### src/xor_chain_pkg.sv
/*
 * shared constants and carriers of the descriptor-driven xor engine.
 * assumes a 32-bit byte-addressed local memory bus and an apb register bus.
 */
package xor_chain_pkg;
	// ==========================================================
	// register byte offsets
	localparam logic [7:0] OFS_CONTROL = 8'h00;
	localparam logic [7:0] OFS_STATUS = 8'h04;
	localparam logic [7:0] OFS_CUR_DESC = 8'h08;
	localparam logic [7:0] OFS_NEXT_DESC = 8'h0C;
	localparam logic [7:0] OFS_SRC_BASE = 8'h10; // sources one to eight, 0x10..0x2C
	localparam logic [7:0] OFS_DEST = 8'h30;
	localparam logic [7:0] OFS_BCOUNT = 8'h34;
	localparam logic [7:0] OFS_DCTRL = 8'h38;
	// ==========================================================
	// field positions
	localparam int CTL_START_BIT = 0;
	localparam int CTL_PQ_BIT = 3;
	localparam int STS_ACTIVE_BIT = 0;
	localparam int STS_DONE_BIT = 1;
	localparam int STS_ERR_BIT = 2;
	localparam int DC_FILL_BIT = 8;
	localparam int DC_FMT_LSB = 9;   // two bits: 0 four, 1 eight, 2 sixteen, 3 thirty-two
	localparam logic [1:0] FMT_FOUR = 2'h0;
	localparam logic [1:0] FMT_EIGHT = 2'h1;
	// ==========================================================
	// descriptor layout
	localparam int WORDS_FOUR = 8;
	localparam int WORDS_EIGHT = 12;
	localparam int NUM_SRC = 8;
	localparam int DESC_ALIGN_BITS = 5;
	localparam logic [31:0] RESET_WORD = 32'h0000_0000;
	// ==========================================================
	// carriers
	typedef struct packed {
		logic we;
		logic [31:0] addr;
		logic [31:0] wdata;
		logic [3:0] be;
	} mem_cmd_t;
	typedef enum logic [4:0] {
		ST_IDLE = 5'b00001,
		ST_FETCH = 5'b00010,
		ST_READ = 5'b00100,
		ST_WRITE = 5'b01000,
		ST_NEXT = 5'b10000
	} eng_state_t;
endpackage

### src/xor_chain_loader.sv
/*
 * xor chain engine: fetches linked descriptors, loads the working registers,
 * then reads each enabled source byte, xors them and writes the destination.
 * assumes a memory controller that holds mem_ack high for one cycle with read
 * data, and an apb master on the register side.
 */
// The register addresses and the APB register port were chosen for this implementation.
// Overview of operation
// - read every enabled source, xor bytewise, write result to destination.
// - one descriptor per transfer; follow next links in order.
// - descriptor words are read from consecutive addresses; formats are decoded.
// - per-source enable mask lets only some sources take part.
// - with raid-6 mode on, plain layouts are refused.
// - in raid-6 mode multiplier bytes act as control values; this engine refuses every descriptor while raid-6 is on.
// - four-source descriptor is eight words on an eight-word boundary.
// - word one loads next pointer; zero ends the chain.
// - low five bits of the next pointer are ignored.
// - word two loads first source or the fill value.
// - words three to five load sources two to four.
// - word six loads the destination address.
// - word seven loads the byte count.
// - word eight loads the descriptor control register.
// - any byte alignment of source and destination is handled.
// - eight-source descriptor is twelve words on a sixteen-word boundary.
// - words nine to twelve load sources five to eight.
// - raid-6 mode is one enable bit in the engine control register.
module xor_chain_loader
	import xor_chain_pkg::*;
(
	input wire logic core_clk,
	input wire logic arst_n,
	input wire logic psel,
	input wire logic penable,
	input wire logic pwrite,
	input wire logic [7:0] paddr,
	input wire logic [31:0] pwdata,
	output logic [31:0] prdata,
	output logic pready,
	output logic pslverr,
	output logic mem_req,
	output mem_cmd_t mem_cmd,
	input wire logic mem_ack,
	input wire logic [31:0] mem_rdata
);
	// ==========================================================
	// working registers
	eng_state_t state_reg;
	logic [31:0] engine_control_reg;
	logic [2:0] engine_status_reg;
	logic [31:0] current_desc_addr_reg;
	logic [31:0] next_desc_addr_reg;
	logic [31:0] src_reg [NUM_SRC];
	logic [31:0] dest_addr_reg;
	logic [31:0] byte_count_reg;
	logic [31:0] desc_control_reg;
	logic [3:0] word_idx_reg;
	logic [2:0] src_idx_reg;
	logic [31:0] pos_reg;
	logic [7:0] acc_reg;
	logic [31:0] prdata_next;
	logic unmapped;
	logic apb_wr;
	logic apb_setup;
	logic [1:0] fmt;
	logic fmt_bad;
	logic [3:0] last_src;
	logic [2:0] first_src;
	logic [2:0] next_src;
	logic next_src_ok;
	logic [31:0] rd_addr;
	logic [31:0] wr_addr;
	logic [7:0] rd_byte;

	assign apb_setup = psel && !penable && !pready;
	assign apb_wr = psel && penable && pready && pwrite;
	assign fmt = mem_rdata[DC_FMT_LSB +: 2];
	// plain layouts refused when raid-6 is on; wide formats unsupported
	assign fmt_bad = engine_control_reg[CTL_PQ_BIT] || (fmt != FMT_FOUR && fmt != FMT_EIGHT);
	// eight-source format widens the source set to eight
	assign last_src = (desc_control_reg[DC_FMT_LSB +: 2] == FMT_EIGHT) ? 4'd8 : 4'd4;
	// byte addresses carry any alignment, word lane picked below
	assign rd_addr = src_reg[src_idx_reg] + pos_reg;
	assign wr_addr = dest_addr_reg + pos_reg;
	assign rd_byte = mem_rdata[{rd_addr[1:0], 3'b000} +: 8];

	// ==========================================================
	// source selection: first and following enabled source
	// only sources whose mask bit is set take part, or source one when no bit is set
	always_comb begin
		first_src = 3'd0;
		next_src = 3'd0;
		next_src_ok = 1'b0;
		for (int i = NUM_SRC - 1; i >= 0; i--) begin
			if (i < int'(last_src) && desc_control_reg[i]) begin
				first_src = 3'(i);
				if (i > int'(src_idx_reg)) begin
					next_src = 3'(i);
					next_src_ok = 1'b1;
				end
			end
		end
	end

	// ==========================================================
	// apb read mux and address decode
	always_comb begin
		prdata_next = RESET_WORD;
		unmapped = 1'b0;
		if (paddr == OFS_CONTROL) begin
			prdata_next = engine_control_reg;
		end else if (paddr == OFS_STATUS) begin
			prdata_next = {29'h0, engine_status_reg};
		end else if (paddr == OFS_CUR_DESC) begin
			prdata_next = current_desc_addr_reg;
		end else if (paddr == OFS_NEXT_DESC) begin
			prdata_next = next_desc_addr_reg;
		end else if (paddr >= OFS_SRC_BASE && paddr < OFS_DEST && paddr[1:0] == 2'h0) begin
			prdata_next = src_reg[3'(paddr[7:2] - OFS_SRC_BASE[7:2])];
		end else if (paddr == OFS_DEST) begin
			prdata_next = dest_addr_reg;
		end else if (paddr == OFS_BCOUNT) begin
			prdata_next = byte_count_reg;
		end else if (paddr == OFS_DCTRL) begin
			prdata_next = desc_control_reg;
		end else begin
			unmapped = 1'b1;
		end
	end

	// apb handshake: no wait state, answer registered
	always_ff @(posedge core_clk or negedge arst_n) begin
		if (!arst_n) begin
			pready <= 1'b0;
			prdata <= RESET_WORD;
			pslverr <= 1'b0;
		end else begin
			pready <= apb_setup;
			pslverr <= apb_setup && unmapped;
			if (apb_setup) begin
				prdata <= pwrite ? RESET_WORD : prdata_next;
			end
		end
	end

	// ==========================================================
	// control register; start bit drops when the chain ends
	always_ff @(posedge core_clk or negedge arst_n) begin
		if (!arst_n) begin
			engine_control_reg <= RESET_WORD;
		end else if (apb_wr && paddr == OFS_CONTROL) begin
			// raid-6 enable sits at its own bit
			engine_control_reg <= pwdata;
		end else if (state_reg == ST_NEXT && next_desc_addr_reg == RESET_WORD) begin
			engine_control_reg[CTL_START_BIT] <= 1'b0;
		end else if (state_reg == ST_FETCH && mem_ack && word_idx_reg == 4'd7 && fmt_bad) begin
			engine_control_reg[CTL_START_BIT] <= 1'b0;
		end
	end

	// status: done and error are sticky, write one to clear; a set wins
	always_ff @(posedge core_clk or negedge arst_n) begin
		if (!arst_n) begin
			engine_status_reg <= 3'h0;
		end else begin
			engine_status_reg[STS_ACTIVE_BIT] <= (state_reg != ST_IDLE);
			if (state_reg == ST_NEXT && next_desc_addr_reg == RESET_WORD) begin
				engine_status_reg[STS_DONE_BIT] <= 1'b1;
			end else if (apb_wr && paddr == OFS_STATUS && pwdata[STS_DONE_BIT]) begin
				engine_status_reg[STS_DONE_BIT] <= 1'b0;
			end
			// multiplier controls are not carried, so raid-6 work is an error
			if (state_reg == ST_FETCH && mem_ack && word_idx_reg == 4'd7 && fmt_bad) begin
				engine_status_reg[STS_ERR_BIT] <= 1'b1;
			end else if (apb_wr && paddr == OFS_STATUS && pwdata[STS_ERR_BIT]) begin
				engine_status_reg[STS_ERR_BIT] <= 1'b0;
			end
		end
	end

	// ==========================================================
	// descriptor pointer; software sets the chain head while idle
	always_ff @(posedge core_clk or negedge arst_n) begin
		if (!arst_n) begin
			current_desc_addr_reg <= RESET_WORD;
		end else if (apb_wr && paddr == OFS_CUR_DESC && state_reg == ST_IDLE) begin
			// heads are on eight-word boundaries at least
			current_desc_addr_reg <= {pwdata[31:DESC_ALIGN_BITS], 5'h00};
		end else if (state_reg == ST_NEXT && next_desc_addr_reg != RESET_WORD) begin
			current_desc_addr_reg <= next_desc_addr_reg;
		end
	end

	// descriptor word loading, one word per memory answer
	always_ff @(posedge core_clk or negedge arst_n) begin
		if (!arst_n) begin
			next_desc_addr_reg <= RESET_WORD;
			dest_addr_reg <= RESET_WORD;
			byte_count_reg <= RESET_WORD;
			desc_control_reg <= RESET_WORD;
			for (int i = 0; i < NUM_SRC; i++) begin
				src_reg[i] <= RESET_WORD;
			end
		end else if (state_reg == ST_FETCH && mem_ack) begin
			case (word_idx_reg)
				// next pointer; low five bits dropped
				4'd0: next_desc_addr_reg <= {mem_rdata[31:DESC_ALIGN_BITS], 5'h00};
				4'd1: src_reg[0] <= mem_rdata;
				4'd2, 4'd3, 4'd4: src_reg[3'(word_idx_reg - 4'd1)] <= mem_rdata;
				4'd5: dest_addr_reg <= mem_rdata;
				4'd6: byte_count_reg <= mem_rdata;
				4'd7: desc_control_reg <= mem_rdata;
				default: src_reg[3'(word_idx_reg - 4'd4)] <= mem_rdata;
			endcase
		end
	end

	// ==========================================================
	// sequencer: fetch, read sources, write result, next link
	always_ff @(posedge core_clk or negedge arst_n) begin
		if (!arst_n) begin
			state_reg <= ST_IDLE;
			word_idx_reg <= 4'd0;
			src_idx_reg <= 3'd0;
			pos_reg <= RESET_WORD;
			acc_reg <= 8'h00;
		end else begin
			case (state_reg)
				ST_IDLE: begin
					word_idx_reg <= 4'd0;
					// software has placed the chain before this write
					if (apb_wr && paddr == OFS_CONTROL && pwdata[CTL_START_BIT]) begin
						state_reg <= ST_FETCH;
					end
				end
				ST_FETCH: begin
					if (mem_ack) begin
						word_idx_reg <= word_idx_reg + 4'd1;
						// sources are read only after the last word
						if (word_idx_reg == 4'd7 && fmt_bad) begin
							state_reg <= ST_IDLE;
						end else if ((word_idx_reg == 4'd7 && fmt == FMT_FOUR)
							|| word_idx_reg == 4'(WORDS_EIGHT - 1)) begin
							// twelve words for the eight-source form
							pos_reg <= RESET_WORD;
							acc_reg <= 8'h00;
							src_idx_reg <= 3'd0;
							state_reg <= ST_READ;
						end
					end
				end
				ST_READ: begin
					if (byte_count_reg == pos_reg) begin
						state_reg <= ST_NEXT;
					end else if (desc_control_reg[DC_FILL_BIT]) begin
						// fill takes its byte from the first data word
						acc_reg <= src_reg[0][{pos_reg[1:0], 3'b000} +: 8];
						state_reg <= ST_WRITE;
					end else if (src_idx_reg < first_src) begin
						src_idx_reg <= first_src;
					end else if (mem_ack) begin
						acc_reg <= acc_reg ^ rd_byte;
						if (next_src_ok) begin
							src_idx_reg <= next_src;
						end else begin
							state_reg <= ST_WRITE;
						end
					end
				end
				ST_WRITE: begin
					if (mem_ack) begin
						pos_reg <= pos_reg + 32'd1;
						acc_reg <= 8'h00;
						src_idx_reg <= 3'd0;
						state_reg <= ST_READ;
					end
				end
				ST_NEXT: begin
					word_idx_reg <= 4'd0;
					state_reg <= (next_desc_addr_reg == RESET_WORD) ? ST_IDLE : ST_FETCH;
				end
				default: state_reg <= ST_IDLE;
			endcase
		end
	end

	// ==========================================================
	// memory master: request held until ack, then one idle cycle
	always_ff @(posedge core_clk or negedge arst_n) begin
		if (!arst_n) begin
			mem_req <= 1'b0;
			mem_cmd <= '0;
		end else if (mem_req) begin
			if (mem_ack) begin
				mem_req <= 1'b0;
			end
		end else if (state_reg == ST_FETCH) begin
			mem_req <= 1'b1;
			mem_cmd <= '{1'b0, current_desc_addr_reg + {26'h0, word_idx_reg, 2'b00}, RESET_WORD, 4'hF};
		end else if (state_reg == ST_READ && byte_count_reg != pos_reg
			&& !desc_control_reg[DC_FILL_BIT] && src_idx_reg >= first_src) begin
			mem_req <= 1'b1;
			mem_cmd <= '{1'b0, {rd_addr[31:2], 2'b00}, RESET_WORD, 4'hF};
		end else if (state_reg == ST_WRITE) begin
			// single-byte lane write suits any destination alignment
			mem_req <= 1'b1;
			mem_cmd <= '{1'b1, {wr_addr[31:2], 2'b00}, {4{acc_reg}}, 4'(4'h1 << wr_addr[1:0])};
		end
	end
endmodule

### config.mk
export PLATFORM = sky130hd
export DESIGN_NAME = xor_chain_loader
export DESIGN_NICKNAME = d
export VERILOG_FILES = /design/src/xor_chain_pkg.sv /design/src/xor_chain_loader.sv
export SDC_FILE = /design/constraint.sdc
export NUM_CORES = 1
export LEC_CHECK = 0
export BUFFER_PORTS_ARGS = -buffer_cell sky130_fd_sc_hd__buf_2
export CAP_MARGIN = 20
export CELL_PAD_IN_SITES_DETAIL_PLACEMENT = 1
export CELL_PAD_IN_SITES_GLOBAL_PLACEMENT = 1
export CORE_MARGIN = 2
export CORE_UTILIZATION = 45
export CTS_CLUSTER_DIAMETER = 50
export CTS_CLUSTER_SIZE = 14
export DETAILED_ROUTE_END_ITERATION = 8
export GPL_ROUTABILITY_DRIVEN = 0
export PLACE_DENSITY = 0.72
export SLEW_MARGIN = 10
export SYNTH_ARGS = -nofsm -noshare
export SYNTH_HDL_FRONTEND = slang
export SYNTH_SLANG_ARGS = --single-unit
### constraint.sdc
create_clock -name core_clk -period 10.77 [get_ports core_clk]
set_clock_uncertainty 0.1 [all_clocks]
set_input_delay 1.077 -clock core_clk [delete_from_list [all_inputs] [get_ports core_clk]]
set_output_delay 1.077 -clock core_clk [all_outputs]
set_load 0.005 [all_outputs]
==> impl_results.md <==
* Die Width at 276 um
* Leak pwr at ~17 nW
* Final Instance Area at 37500 um2
* Number of synthesized flops with an enable pin at 0
* Final ANT Viol Nets at 0
* Share of cells above drive strength 1 at approximately 33%
* Top Layer Used: met5
* Slew Limit Headroom at 23.3%
* H-tree depth at 3
* Port Buffers at 179
* Worst path bufs/invs at 1
* Cells after DPL at approximately 3900
* Max reg flops at 256
* Io pins at approximately 180
* Final worst slack at 5.03 ns
* Status: finished with violations
* Final Util at around half
* HP Start: mem_cmd[68]$_DFFE_PN0P_
* CTS Sinks at 571
* Reg2reg setup slack at 5.03 ns
* Avg Cell Area, Syn at 11.4 um2
* Crit. End Element: flip-flop
* Worst Setup SP: src_idx_reg[0]$_DFFE_PN0P_
* Final hold violation count at 0
* TritonCTS clock tree: built
* Final hold slack at 0.372 ns
* Netlist cell types at between 70 and 80
* Post-CTS Resized at 0
* Commonest non-fill, non-tap cell in the layout: dfrtp_1
* Clock root buffer master: clkbuf_16
* Number of global-route vias before repair at 27100
* Slowest stage cell, crit path: dfrtp_4
* CTS clock-pin slew for the worst setup and hold paths at 0.06 ns
* DP Area at 34800 um2
* NumNets Final at around 3100
* Remaining DRCs at 14
* Tot GR Track Use at 31.8%
* First-pass GRT wire length at 179 mm
* CP endpoint: mem_cmd[66]$_DFFE_PN0P_
* Cell Chain, Critical Path: buf_4, mux4_2, mux2_2, ha_1, and3_1, nand2_1, nor4_1, o2111ai_1, o21a_1, nor2_1, a211oi_1, mux2_2, o41ai_1
* Setup Fix Bufs, Post-CTS at 0
* Initial Utilization at 45.5%
* Post-DP HPWL at 85.4 mm
* Synth area leaders: dfrtp_1 43%, mux2_2 15%, mux4_2 9.8%
* Tightest Pin Transition at 1.15 ns
* Critical Path RT at roughly 11 ns
* R2R Path End: mem_cmd[66]$_DFFE_PN0P_
* Via count at 26100
* DRT met1 WL at 51.1 mm
* Clock Path Buffers at 3
* Tmin final at ~5.7 ns
* FF/Latch Area at between 10000 and 15000 um2
* TritonCTS Buffers at 76
* Reg-to-reg startpoint: src_idx_reg[0]$_DFFE_PN0P_
* Max Cap Viol at 0
* Setup WS pre-CTS at ~5.1 ns
* Period Utilization, post-route at 53.3%
* CP arrival at 6.16 ns
* Worst r2r path cells at 13
* Final setup viols at 0
* Register area share after synthesis at 43.0%
* Mapped Cells at 2917
* RSZ-0062 raised after global routing: no
* Yosys Warn Count at 0
* Row count at 99
* Slew Viols, Final at 0
* Area of the multi-input gates at 17900 um2
* Power per Cell Area at 182 nW/um2
* Crit Path Category: reg -> reg
* Area leader, netlist: dfrtp_1
* Routed wire length at 120 mm
* Maximum clock rate at 174 MHz
* Fill cells at 7625
* Top_reg_cell synth: dfrtp_1
* Total power at 6.83 mW
* Detailed Routing Iterations Pass 1 at 9
* P&R area growth vs syn at 12.9%
* Max IR drop VDD at 0.114 mV
* Initial antenna violation count at 10
* Routed len/inst at 29.9 um
* CP Launch Type: flip-flop
* DR vias/cell at around 6.5
* Failing checks: DRC
* Met3 wire length at approximately 10 mm
* Delay-heaviest family, CP: multiplexers
* Crit path max fanout at 44
* Levels on crit path at 13
* DR WL met2 at 53.8 mm
* Total congestion overflow at 0
* Number of DRC markers in iteration 0 at about 2200
* Post-Syn Area at between 30000 and 40000 um2
* Worst skew pair latency at 0.65 ns
* CP most frequent cell: mux2_2
* Hold buffers post-CTS at 0
* Fin Setup TNS at 0 ns
* Core area at 73100 um2
* Die height at 276 um
* Synth async-reset ratio at between 90% and 100%
* Layout Cells excl Fill at 4013
* Yosys reg bits at 571
* Worst Hold Class: reg -> reg
* Worst path max stage delay at 0.81 ns
* Most frequent cells in the layout: 567 x dfrtp_1, 456 x mux2_2, 257 x nand2_1
* Synth top area share at 42.9%
* Die area at 76100 um2
* Pin count of the biggest net entering global routing at 168
==> where the power goes <==
part           switching [mW]  internal, mW  leakage [nW]
Sequential              0.300          2.41          7.70
Clock                    1.13          1.50          1.30
Combinational           0.808         0.677          8.19
Total                    2.24          4.59          17.2
==> Yosys cell counts, types with 23 or more instances <==
cell,count
dfrtp_1,570
mux2_2,456
nand2_1,257
o21ai_0,203
clkbuf_1,145
mux4_2,144
nor2_1,128
a21oi_1,116
mux2i_1,80
xnor2_1,76
ha_1,72
xor2_1,55
a22o_1,42
buf_1,40
nand3_1,38
nor3_1,38
inv_1,37
a222oi_1,32
nand4_1,32
buf_2,26
buf_4,26
a21o_1,23
==> worst reg2reg max path, delay by kind of cell (launching register included) <==
family	cells	cell delay, ns
muxes	3	1.23
and+or+nand+nor	4	1.15
AOI/OAI and AO/OA	4	1.07
DFF	1	0.81
buffers and inverters	1	0.80
adders and majority gates	1	0.44
==> worst min path at each step <==
stage | to | slack (ns) | cells after the start
2_1_floorplan | engine_status_reg[2]$_DFFE_PN0P_ | 0.34 | 2
3_3_place_gp | engine_status_reg[1]$_DFFE_PN0P_ | 0.36 | 1
3_5_place_dp | mem_cmd[57]$_DFFE_PN0P_ | 0.36 | 2
4_1_cts | mem_cmd[57]$_DFFE_PN0P_ | 0.38 | 2
5_1_grt | mem_cmd[57]$_DFFE_PN0P_ | 0.40 | 2
6_report | mem_cmd[68]$_DFFE_PN0P_ | 0.37 | 1
==> metal layers <==
| metal | global-route usage (%) | vias to the layer above |
|---|---|---|
| li1 | - | 11000 |
| met1 | 44.2 | 13700 |
| met5 | 0 | - |
| met4 | 12.6 | 6 |
| met3 | 7.29 | 233 |
| met2 | 48.2 | 1110 |
==> cells by family (layout without fill, tap and decap cells) <==
logic type      Yosys count  in the layout  synth area share [%]
mux                     680            680                  27.6
simple gates            605            605                  8.47
compound gates          577            577                  11.1
flops                   571            571                  43.0
buf+inv                 278            408                  3.54
xor+xnor                131            131                  3.45
fa+ha+maj                74             74                  2.83
other cells               1              8                0.0113
==> cell type report <==
class	instances	area share, %
clock inverter	51	1.63
sequential	571	38.1
timing repair buffer	228	3.58
inverter	39	0.390
multi-input combinational	2069	47.6
tap	959	3.20
antenna	6	0.0400
clock buffer	90	5.47
(Power assumes the default switching activity.)
